==> src/fault_protect_cfg.svh <==
// Address map, reset values and timing counts of the fault-protection block.
`ifndef FAULT_PROTECT_CFG_SVH
`define FAULT_PROTECT_CFG_SVH

`define ADDR_CTRL       8'h00
`define ADDR_CMD        8'h04
`define ADDR_STATUS     8'h08

`define CTRL_RESET      32'hFFFF_0000
`define CMD_CLEAR_BIT   0

`define CLK_PERIOD_NS   100
`define CLK_MHZ         10

// Overcurrent filter choices in nanoseconds; a least time rounds up.
`define FILTER0_NS      200
`define FILTER1_NS      500
`define FILTER2_NS      1000
`define FILTER3_NS      1600
`define NS_TO_CYC(ns)   (((ns) + `CLK_PERIOD_NS - 1) / `CLK_PERIOD_NS)

// Automatic retry choices in microseconds.
`define RETRY_SHORT_US  5000
`define RETRY_LONG_US   500000

`endif

==> src/fault_protect_pkg.sv <==
// Types shared by the fault-protection block.
package fault_protect_pkg;

  typedef enum logic [1:0] {
    OC_LATCHED = 2'b00,
    OC_RETRY   = 2'b01,
    OC_REPORT  = 2'b10,
    OC_OFF     = 2'b11
  } oc_policy_t;

  typedef enum logic [1:0] {
    OCS_RUN   = 2'b00,
    OCS_LATCH = 2'b01,
    OCS_WAIT  = 2'b10
  } oc_state_t;

  typedef enum logic [0:0] {
    PCS_IDLE = 1'b0,
    PCS_HOLD = 1'b1
  } pcl_state_t;

  typedef struct packed {
    logic [7:0] open_loop_limit_setting;
    logic [7:0] closed_loop_threshold;
    logic [3:0] per_cycle_limit_wait_count;
    logic [3:0] per_cycle_limit_policy;
    logic       spare;
    logic       supply_high_level_pick;
    logic       supply_high_guard_on;
    logic       fet_overcurrent_retry_time;
    logic [1:0] fet_overcurrent_filter_time;
    oc_policy_t fet_overcurrent_policy;
  } ctrl_cfg_t;

  typedef struct packed {
    logic [17:0] spare;
    logic        recirculating;
    logic        fets_disabled;
    logic [5:0]  per_fet_overcurrent;
    logic        per_cycle_limit;
    logic        control_error;
    logic        fet_overcurrent_flag;
    logic        supply_high_flag;
    logic        pump_low_flag;
    logic        gate_stage_error;
  } status_t;

  typedef struct packed {
    logic       main_supply_low;
    logic       analog_rail_low;
    logic       switcher_rail_low;
    logic       buck_overcurrent;
    logic       pump_rail_low;
    logic       supply_above_low_level;
    logic       supply_above_high_level;
    logic [5:0] fet_over_level;
    logic       limit_trip;
  } sense_t;

endpackage

==> src/fault_protect.sv <==
// Fault detection, output-stage action, sticky flags and fault pin for the motor driver.
//
// Summary of operation
// - Main supply low: FETs and pump off, full reset.
// - Analog rail low: FETs and pump off, full reset.
// - Switcher rail low: buck off, full reset.
// - Filtered buck overcurrent forces full reset.
// - Pump low: FETs off, pin low, flags.
// - Guarded supply high: FETs off, pin, flags.
// - Supply high level picks one of two.
// - FET overcurrent filtered, acted on per policy.
// - Latched policy: off until clear command.
// - Retry policy: off for retry time.
// - Report policy: flags only, keep driving.
// - Disabled policy: ignore FET overcurrent.
// - Limit threshold from closed or open setting.
// - Limit event: recirculate, set limit flag.
// - Next-cycle mode resumes at next PWM.
// - Mode 0000b adds error and pin.
// - Threshold mode resumes when sense drops.
// - Count mode resumes after wait+1 cycles.
// - Limit report mode: flags, keep driving.
// - Modes 0111b and 1xxxb ignore limit.
//
// The implementer's own choices: the address map and the strobed register port.
`timescale 1ns/10ps
`include "fault_protect_cfg.svh"

module fault_protect #(
  parameter int unsigned RETRY_SHORT_CYCLES = `RETRY_SHORT_US * `CLK_MHZ,
  parameter int unsigned RETRY_LONG_CYCLES  = `RETRY_LONG_US * `CLK_MHZ
) (
  // Clock and reset
  input  wire logic        clock_in,
  input  wire logic        arst_n_in,
  // Register port
  input  wire logic [7:0]  addr_in,
  input  wire logic [31:0] wdata_in,
  input  wire logic        wr_in,
  input  wire logic        rd_in,
  output logic      [31:0] rdata_out,
  // Analog comparator pins
  input  wire logic        main_supply_low_in,
  input  wire logic        analog_rail_low_in,
  input  wire logic        switcher_rail_low_in,
  input  wire logic        buck_overcurrent_in,
  input  wire logic        pump_rail_low_in,
  input  wire logic        supply_above_low_level_in,
  input  wire logic        supply_above_high_level_in,
  input  wire logic [5:0]  fet_over_level_in,
  input  wire logic        limit_trip_in,
  // PWM timing from the commutation logic
  input  wire logic        pwm_cycle_start_in,
  input  wire logic        closed_loop_in,
  // Power stage and system actions
  output logic             fets_off_out,
  output logic             recirculate_out,
  output logic             pump_off_out,
  output logic             buck_off_out,
  output logic             system_reset_out,
  output logic [7:0]       limit_threshold_out,
  output logic [1:0]       fet_overcurrent_level_out,
  output logic             fault_indicator_pin_n_out
);

  fault_protect_pkg::sense_t  sense_async;
  fault_protect_pkg::sense_t  sync1_r;
  fault_protect_pkg::sense_t  sense_r;
  fault_protect_pkg::ctrl_cfg_t ctrl_r;
  fault_protect_pkg::status_t status;
  fault_protect_pkg::oc_state_t  oc_state_r;
  fault_protect_pkg::oc_state_t  oc_state_nxt;
  fault_protect_pkg::pcl_state_t pcl_state_r;
  fault_protect_pkg::pcl_state_t pcl_state_nxt;

  logic [4:0]  filter_cycles;
  logic [5:0]  fet_event;
  logic [5:0]  per_fet_r;
  logic [4:0]  buck_cnt_r;
  logic        buck_event;
  logic        supply_reset;
  logic        clear_cmd;
  logic        pump_low_r;
  logic        supply_high_r;
  logic        fet_oc_r;
  logic        gate_err_r;
  logic        pcl_report_r;
  logic        supply_high_live;
  logic        driver_live;
  logic        oc_event;
  logic        oc_raw_any;
  logic        oc_acting;
  logic [22:0] retry_cnt_r;
  logic [22:0] retry_load;
  logic [4:0]  pwm_cnt_r;
  logic [3:0]  pol;
  logic        pcl_ignored;
  logic        pcl_report_mode;
  logic        pcl_recover_mode;
  logic        pcl_release;
  logic        pcl_quiet;
  logic        fault_pin_req;

  // Every comparator output crosses into the clock domain through two flops.
  assign sense_async = '{main_supply_low: main_supply_low_in, analog_rail_low: analog_rail_low_in,
                         switcher_rail_low: switcher_rail_low_in, buck_overcurrent: buck_overcurrent_in,
                         pump_rail_low: pump_rail_low_in, supply_above_low_level: supply_above_low_level_in,
                         supply_above_high_level: supply_above_high_level_in,
                         fet_over_level: fet_over_level_in, limit_trip: limit_trip_in};

  always_ff @(posedge clock_in or negedge arst_n_in)
    if (!arst_n_in)
    begin
      sync1_r <= '0;
      sense_r <= '0;
    end
    else
    begin
      sync1_r <= sense_async;
      sense_r <= sync1_r;
    end

  // Register decode.
  wire wr_ctrl = wr_in && (addr_in == `ADDR_CTRL);
  wire wr_cmd  = wr_in && (addr_in == `ADDR_CMD);
  assign clear_cmd = wr_cmd && wdata_in[`CMD_CLEAR_BIT];

  wire [31:0] rdata_nxt = !rd_in                    ? 32'h0000_0000 :
                          (addr_in == `ADDR_CTRL)   ? ctrl_r :
                          (addr_in == `ADDR_STATUS) ? status : 32'h0000_0000;

  always_ff @(posedge clock_in or negedge arst_n_in)
    if (!arst_n_in)
    begin
      ctrl_r    <= `CTRL_RESET;
      rdata_out <= 32'h0000_0000;
    end
    else
    begin
      if (wr_ctrl)
        ctrl_r <= wdata_in;
      rdata_out <= rdata_nxt;
    end

  // Filter length follows the configured filter time.
  assign filter_cycles = (ctrl_r.fet_overcurrent_filter_time == 2'b00) ? 5'(`NS_TO_CYC(`FILTER0_NS)) :
                         (ctrl_r.fet_overcurrent_filter_time == 2'b01) ? 5'(`NS_TO_CYC(`FILTER1_NS)) :
                         (ctrl_r.fet_overcurrent_filter_time == 2'b10) ? 5'(`NS_TO_CYC(`FILTER2_NS)) :
                                                                         5'(`NS_TO_CYC(`FILTER3_NS));

  // Supply-level faults drop the whole device into reset.
  always_ff @(posedge clock_in or negedge arst_n_in)
    if (!arst_n_in)
      buck_cnt_r <= 5'h00;
    else if (!sense_r.buck_overcurrent)
      buck_cnt_r <= 5'h00;
    else if (buck_cnt_r != filter_cycles)
      buck_cnt_r <= buck_cnt_r + 5'h01;

  assign buck_event   = sense_r.buck_overcurrent && (buck_cnt_r == filter_cycles);
  assign supply_reset = sense_r.main_supply_low
                      | sense_r.analog_rail_low
                      | sense_r.switcher_rail_low
                      | buck_event;

  // Per-FET filters: an event needs the full filter time above level.
  genvar g;
  generate
    for (g = 0; g < 6; g++)
    begin : fet_filter
      logic [4:0] cnt_r;
      always_ff @(posedge clock_in or negedge arst_n_in)
        if (!arst_n_in)
          cnt_r <= 5'h00;
        else if (!sense_r.fet_over_level[g] || supply_reset)
          cnt_r <= 5'h00;
        else if (cnt_r != filter_cycles)
          cnt_r <= cnt_r + 5'h01;
      assign fet_event[g] = sense_r.fet_over_level[g] && (cnt_r == filter_cycles);
    end
  endgenerate

  assign oc_raw_any = |sense_r.fet_over_level;
  assign oc_acting  = ctrl_r.fet_overcurrent_policy != fault_protect_pkg::OC_OFF;
  assign oc_event   = (|fet_event) && oc_acting;

  // FET overcurrent response.
  assign retry_load = ctrl_r.fet_overcurrent_retry_time ? 23'(RETRY_LONG_CYCLES) : 23'(RETRY_SHORT_CYCLES);

  always_comb
  begin
    oc_state_nxt = oc_state_r;
    case (oc_state_r)
      fault_protect_pkg::OCS_RUN:
        if (oc_event && ctrl_r.fet_overcurrent_policy == fault_protect_pkg::OC_LATCHED)
          oc_state_nxt = fault_protect_pkg::OCS_LATCH;
        else if (oc_event && ctrl_r.fet_overcurrent_policy == fault_protect_pkg::OC_RETRY)
          oc_state_nxt = fault_protect_pkg::OCS_WAIT;
      fault_protect_pkg::OCS_LATCH:
        if (clear_cmd && !oc_raw_any)
          oc_state_nxt = fault_protect_pkg::OCS_RUN;
      fault_protect_pkg::OCS_WAIT:
        if (retry_cnt_r == 23'h000001)
          oc_state_nxt = fault_protect_pkg::OCS_RUN;
      default:
        oc_state_nxt = fault_protect_pkg::OCS_RUN;
    endcase
  end

  always_ff @(posedge clock_in or negedge arst_n_in)
    if (!arst_n_in)
    begin
      oc_state_r  <= fault_protect_pkg::OCS_RUN;
      retry_cnt_r <= 23'h000000;
    end
    else if (supply_reset)
    begin
      oc_state_r  <= fault_protect_pkg::OCS_RUN;
      retry_cnt_r <= 23'h000000;
    end
    else
    begin
      oc_state_r  <= oc_state_nxt;
      retry_cnt_r <= (oc_state_r != fault_protect_pkg::OCS_WAIT) ? retry_load : retry_cnt_r - 23'h000001;
    end

  // Per-cycle limit response.
  assign pol              = ctrl_r.per_cycle_limit_policy;
  assign pcl_ignored      = pol[3] || (pol == 4'h7);
  assign pcl_report_mode  = (pol == 4'h6);
  assign pcl_recover_mode = !pcl_ignored && !pcl_report_mode;
  assign pcl_quiet        = pol[0];
  assign pcl_release      = (pol[2:1] == 2'b00) ? pwm_cycle_start_in :
                            (pol[2:1] == 2'b01) ? !sense_r.limit_trip :
                            (pwm_cycle_start_in && pwm_cnt_r == {1'b0, ctrl_r.per_cycle_limit_wait_count});

  always_comb
  begin
    pcl_state_nxt = pcl_state_r;
    case (pcl_state_r)
      fault_protect_pkg::PCS_IDLE:
        if (sense_r.limit_trip && pcl_recover_mode)
          pcl_state_nxt = fault_protect_pkg::PCS_HOLD;
      fault_protect_pkg::PCS_HOLD:
        if (!pcl_recover_mode || pcl_release)
          pcl_state_nxt = fault_protect_pkg::PCS_IDLE;
      default:
        pcl_state_nxt = fault_protect_pkg::PCS_IDLE;
    endcase
  end

  // The cycle counter counts PWM starts seen while held; release on the (wait+1)th.
  always_ff @(posedge clock_in or negedge arst_n_in)
    if (!arst_n_in)
    begin
      pcl_state_r <= fault_protect_pkg::PCS_IDLE;
      pwm_cnt_r   <= 5'h00;
    end
    else if (supply_reset)
    begin
      pcl_state_r <= fault_protect_pkg::PCS_IDLE;
      pwm_cnt_r   <= 5'h00;
    end
    else
    begin
      pcl_state_r <= pcl_state_nxt;
      if (pcl_state_r == fault_protect_pkg::PCS_IDLE)
        pwm_cnt_r <= 5'h00;
      else if (pwm_cycle_start_in)
        pwm_cnt_r <= pwm_cnt_r + 5'h01;
    end

  wire pcl_hold = (pcl_state_r == fault_protect_pkg::PCS_HOLD);

  // Sticky flags: a set in the same cycle as a clear wins.
  assign supply_high_live = ctrl_r.supply_high_guard_on &&
                            (ctrl_r.supply_high_level_pick ? sense_r.supply_above_high_level
                                                           : sense_r.supply_above_low_level);
  assign driver_live = sense_r.pump_rail_low || supply_high_live || oc_raw_any;

  wire pump_set = sense_r.pump_rail_low;
  wire oc_flag_set = oc_event && (ctrl_r.fet_overcurrent_policy != fault_protect_pkg::OC_OFF);
  wire pcl_rep_set = sense_r.limit_trip && pcl_report_mode;

  always_ff @(posedge clock_in or negedge arst_n_in)
    if (!arst_n_in)
    begin
      pump_low_r    <= 1'b0;
      supply_high_r <= 1'b0;
      fet_oc_r      <= 1'b0;
      per_fet_r     <= 6'h00;
      gate_err_r    <= 1'b0;
      pcl_report_r  <= 1'b0;
    end
    else if (supply_reset)
    begin
      pump_low_r    <= 1'b0;
      supply_high_r <= 1'b0;
      fet_oc_r      <= 1'b0;
      per_fet_r     <= 6'h00;
      gate_err_r    <= 1'b0;
      pcl_report_r  <= 1'b0;
    end
    else
    begin
      pump_low_r    <= pump_set || (pump_low_r && !clear_cmd);
      supply_high_r <= supply_high_live || (supply_high_r && !clear_cmd);
      fet_oc_r      <= oc_flag_set || (fet_oc_r && !(clear_cmd && !oc_raw_any));
      per_fet_r     <= (oc_flag_set ? fet_event : 6'h00) | (per_fet_r & {6{!(clear_cmd && !oc_raw_any)}});
      gate_err_r    <= pump_set || supply_high_live || oc_flag_set ||
                       (gate_err_r && !(clear_cmd && !driver_live));
      pcl_report_r  <= pcl_rep_set || (pcl_report_r && !(clear_cmd && !sense_r.limit_trip));
    end

  assign status = '{spare: 18'h00000, recirculating: recirculate_out, fets_disabled: fets_off_out,
                    per_fet_overcurrent: per_fet_r, per_cycle_limit: pcl_hold || pcl_report_r,
                    control_error: (pcl_hold && !pcl_quiet) || pcl_report_r,
                    fet_overcurrent_flag: fet_oc_r, supply_high_flag: supply_high_r,
                    pump_low_flag: pump_low_r, gate_stage_error: gate_err_r};

  // Report-only faults never reach the pin.
  assign fault_pin_req = sense_r.pump_rail_low || supply_high_live ||
                         (oc_state_r != fault_protect_pkg::OCS_RUN) ||
                         (pcl_hold && !pcl_quiet);

  // The threshold goes out to the analog comparator.
  wire [7:0] thresh_nxt = closed_loop_in ? ctrl_r.closed_loop_threshold
                                         : ctrl_r.open_loop_limit_setting;

  always_ff @(posedge clock_in or negedge arst_n_in)
    if (!arst_n_in)
    begin
      fets_off_out              <= 1'b1;
      recirculate_out           <= 1'b0;
      pump_off_out              <= 1'b1;
      buck_off_out              <= 1'b0;
      system_reset_out          <= 1'b1;
      limit_threshold_out       <= 8'h00;
      fet_overcurrent_level_out <= 2'b00;
      fault_indicator_pin_n_out <= 1'b1;
    end
    else
    begin
      fets_off_out              <= supply_reset || sense_r.pump_rail_low || supply_high_live ||
                                   (oc_state_nxt != fault_protect_pkg::OCS_RUN);
      recirculate_out           <= !supply_reset && (pcl_state_nxt == fault_protect_pkg::PCS_HOLD);
      pump_off_out              <= sense_r.main_supply_low || sense_r.analog_rail_low;
      buck_off_out              <= sense_r.switcher_rail_low;
      system_reset_out          <= supply_reset;
      limit_threshold_out       <= thresh_nxt;
      fet_overcurrent_level_out <= ctrl_r.spare ? 2'b11 : 2'b00;
      fault_indicator_pin_n_out <= !(fault_pin_req && !supply_reset);
    end

endmodule // fault_protect

==> config.mk <==
export PLATFORM = sky130hd
export DESIGN_NAME = fault_protect
export DESIGN_NICKNAME = d
export VERILOG_FILES = /design/src/fault_protect_pkg.sv /design/src/fault_protect.sv
export VERILOG_INCLUDE_DIRS = /design/src
export SDC_FILE = /design/constraint.sdc
export NUM_CORES = 1
export LEC_CHECK = 0
export ABC_AREA = 0
export BUFFER_PORTS_ARGS = -buffer_cell sky130_fd_sc_hd__buf_2
export CORE_AREA = 2 2 135 137
export CTS_BUF_LIST = sky130_fd_sc_hd__clkbuf_8 sky130_fd_sc_hd__clkbuf_16
export CTS_CLUSTER_SIZE = 24
export DETAILED_ROUTE_END_ITERATION = 6
export DIE_AREA = 0 0 137 139
export SLEW_MARGIN = 20
export SYNTH_ARGS = -nofsm -noshare
export SYNTH_HDL_FRONTEND = slang
export SYNTH_SLANG_ARGS = --single-unit
export TNS_END_PERCENT = 20
==> constraint.sdc <==
create_clock -name clock_in -period 6.2 [get_ports clock_in]
set_input_delay 1.24 -clock clock_in [delete_from_list [all_inputs] [get_ports clock_in]]
set_output_delay 1.24 -clock clock_in [all_outputs]
set_load 0.005 [all_outputs]
==> out/results.tsv <==
stage	metric	value	unit
outcome	status	complete, no violations	
floorplanning	Starting Density	0.4404	
timing	Slew Limit Fails	0	
logic_synthesis	Gate Count Post-Synth	652	
cts	Post-CTS Setup Bufs	0	
floorplanning	die height	139	um
final_layout	# nets final	831	
global_routing	largest net degree at the start of global routing	70	
cts	CTS max path bufs	2	
critical_path	Crit Path Category	input port to flip-flop	
drt	via count	5204	
logic_synthesis	#FFs+latches synth	183	
timing	worst slew pin tran	953.4	ps
power	maximum vdd drop	0.1897	mV
placed_design	DP HPWL	11.37	mm
drt	initial DRC count	205	
timing	final clock skew	6.287	ps
critical_path	Setup crit start kind	input port	
timing	final setup TNS	0	ps
cts	CTS resizes	0	
logic_synthesis	list of most frequent post-synthesis cells	dfrtp_1 (163), nor2_1 (88), mux2_2 (41)	
floorplanning	# IOs	108	
logic_synthesis	mean post-synth cell area	11.93	um2
placed_design	placed cells	971	
global_routing	first-pass GRT wire length	27.84	mm
floorplanning	die area	19040	um2
cts	CTS tree	done	
final_layout	Filler cells	1584	
power	leakage power	0.004406	uW
timing	final hold slack	348.2	ps
timing	RSZ-0062 raised after global routing	false	
timing	final setup fails	0	
cts	hold_buf cts	0	
global_routing	gr usage total	0.1873	
worst_hold_path	Worst Hold Class	flip-flop to flip-flop	
critical_path	crit path cell chain	buf_2, nor4_2, nand3_1, nor2_1, and2_1	
floorplanning	Row Count	49	
critical_path	Crit path arrival time	3350	ps
timing	Fmax	334.5	MHz
drt	Remaining DRCs	0	
cts	Worst-path clk slew	70	ps
power	Power Dens Cells	278.8	nW/um2
critical_path	crit-path max FO	18	
logic_synthesis	synth top area cells	dfrtp_1 (52%), dfstp_2 (6.8%), mux2_2 (5.9%)	
cts	Root Driver	clkbuf_16	
cts	Sink Count	183	
logic_synthesis	Yosys warnings	0	
logic_synthesis	share of the synthesized area in the top cell type	0.5245	
placed_design	RePlAce Congestion	0.7772	
placed_design	Port Buffers	107	
logic_synthesis	most common cell in the synthesized netlist	dfrtp_1	
drt	Routed Antenna Nets	0	
logic_synthesis	EDFF count, synth	0	
timing	Final period util	0.4822	
timing	max_slew headroom	0.3620	
cts	H-Tree Level Count	4	
global_routing	grt total ovfl	0	
logic_synthesis	Synth async-reset ratio	1.000	
final_layout	P&R area growth vs syn	17.43	%
logic_synthesis	cell taking the most area after synthesis	dfrtp_1	
critical_path	critical path required time	6560	ps
critical_path	Critical-path top delay cell	nor2_1	
global_routing	vias in the first global route	5502	
flow_run	Max-Cap Viols	0	
critical_path	critical path endpoint category	flip-flop	
critical_path	max incr delay on CP	920	ps
drt	number of iterations in the first detailed-routing pass	4	
logic_synthesis	Syn Std Cell Area	7776	um2
floorplanning	Core Region	17660	um2
logic_synthesis	Synth Flop Type	dfrtp_1	
final_layout	Ant. Diodes	0	
final_layout	final cell count without fillers	1003	
drt	Vias/cell	5.188	
timing	Tmin final	2989	ps
global_routing	initial antenna violation count	0	
cts	worst skew pair latency	430	ps
final_layout	share of cells above drive strength 1	0.2920	
drt	WL final	16.39	mm
logic_synthesis	Seq/Total Area, Yosys	0.5921	
logic_synthesis	Mapped Nets	722	
floorplanning	Die Span X	137	um
cts	Num CTS Buffers	17	
logic_synthesis	Yosys cell types	61	
timing	Final Hold Viols	0	
drt	post-DR wirelength/cell	16.34	um
==> metrics by stage <==
stage / cell area [um2] / total power (uW) / utilization / worst slack [ps]
final: 9131 / 2546 / 0.5171 / 3211
after detailed placement: 8528 / 1477 / 0.4830 / 2706
after floorplan: 7776 / 1398 / - / 3278
after global placement: 8528 / 1471 / 0.4830 / 2857
after global routing: 9131 / 2660 / 0.5171 / 2949
after CTS: 9131 / 2584 / 0.5171 / 3162
==> cells by family after synthesis <==
logic type / count (synthesis) / synth area share
simple gates: 249 / 0.1720
flops: 183 / 0.5921
xor+xnor: 56 / 0.06307
mux: 60 / 0.08383
buf+inv: 29 / 0.01770
compound gates: 65 / 0.05519
fa+ha+maj: 10 / 0.01609
==> power by group <==
group,switching (uW),leakage [uW],internal (uW)
Sequential,37.4,0.00241,1230
Combinational,97.6,0.00171,82.7
Clock,497,0.000288,596
Total,632,0.00441,1910
==> area by class of cell <==
cell class / count / area (um2) / area share
Tap cell: 229 / 286.5 / 0.03138
Clock buffer: 18 / 450.4 / 0.04933
Multi-Input combinational cell: 440 / 3034 / 0.3323
Timing Repair Buffer: 110 / 564.3 / 0.06180
Clock inverter: 14 / 152.6 / 0.01672
Sequential cell: 183 / 4604 / 0.5042
Inverter: 9 / 38.79 / 0.004248
==> routing by layer <==
layer  global-route usage  vias to the layer above  part of all wire  wire, um
met1               0.2456                     2611              0.44      7216
met4              0.07216                        0             0.020       325
li1                     -                     2467                 -         -
met3              0.05080                       21             0.047       772
met2               0.2959                      105              0.49      8076
met5                    0                        -                 0         0
==> layout by cell type, fill, tap and decap left out, drive strengths merged, types with 8 or more instances in the layout <==
| cell | count |
|---|---|
| inv | 17 |
| nor2 | 88 |
| nor3 | 12 |
| nand2 | 38 |
| dfstp | 20 |
| mux2 | 41 |
| xnor2 | 23 |
| and2 | 18 |
| nand3 | 16 |
| buf | 110 |
| a21oi | 32 |
| clkbuf | 18 |
| mux2i | 19 |
| dfrtp | 163 |
| ha | 10 |
| xor2 | 33 |
| nand4 | 8 |
| nand2b | 9 |
==> registers in the layout, summed over array words and instances, names as in the netlist, 5 cells and up <==
register and flops:
buck_cnt_r 5, limit_threshold_out 8, sense_r 13, rdata_out 32, retry_cnt_r 23, sync1_r 14, fet_filter.cnt_r 30, pwm_cnt_r 5
ctrl_r 28, per_fet_r 6
==> path summary, 6_finish.rpt <==
check                                 startpoint                         to  slack [ps]  cells past startpoint
setup / recovery                      addr_in[5]    rdata_out[17]$_DFF_PN0_        3210                      5
hold / removal              sync1_r[4]$_DFF_PN0_       sense_r[4]$_DFF_PN0_         350                      0
setup reg to reg           ctrl_r[2]$_DFFE_PN0P_       gate_err_r$_DFF_PN0_        3290                      6
hold reg to reg             sync1_r[4]$_DFF_PN0_       sense_r[4]$_DFF_PN0_         350                      0
max in group asynchronous              arst_n_in  retry_cnt_r[10]$_DFF_PN0_        4210                      2
min in group asynchronous              arst_n_in     buck_off_out$_DFF_PN0_         780                      1
==> worst max-delay path: cells and delay by family <==
kind | cells | cell delay [ps]
and+or+nand+nor | 4 | 2000
buffers and inverters | 1 | 100
No activity file was read; power rests on OpenSTA's default activity.
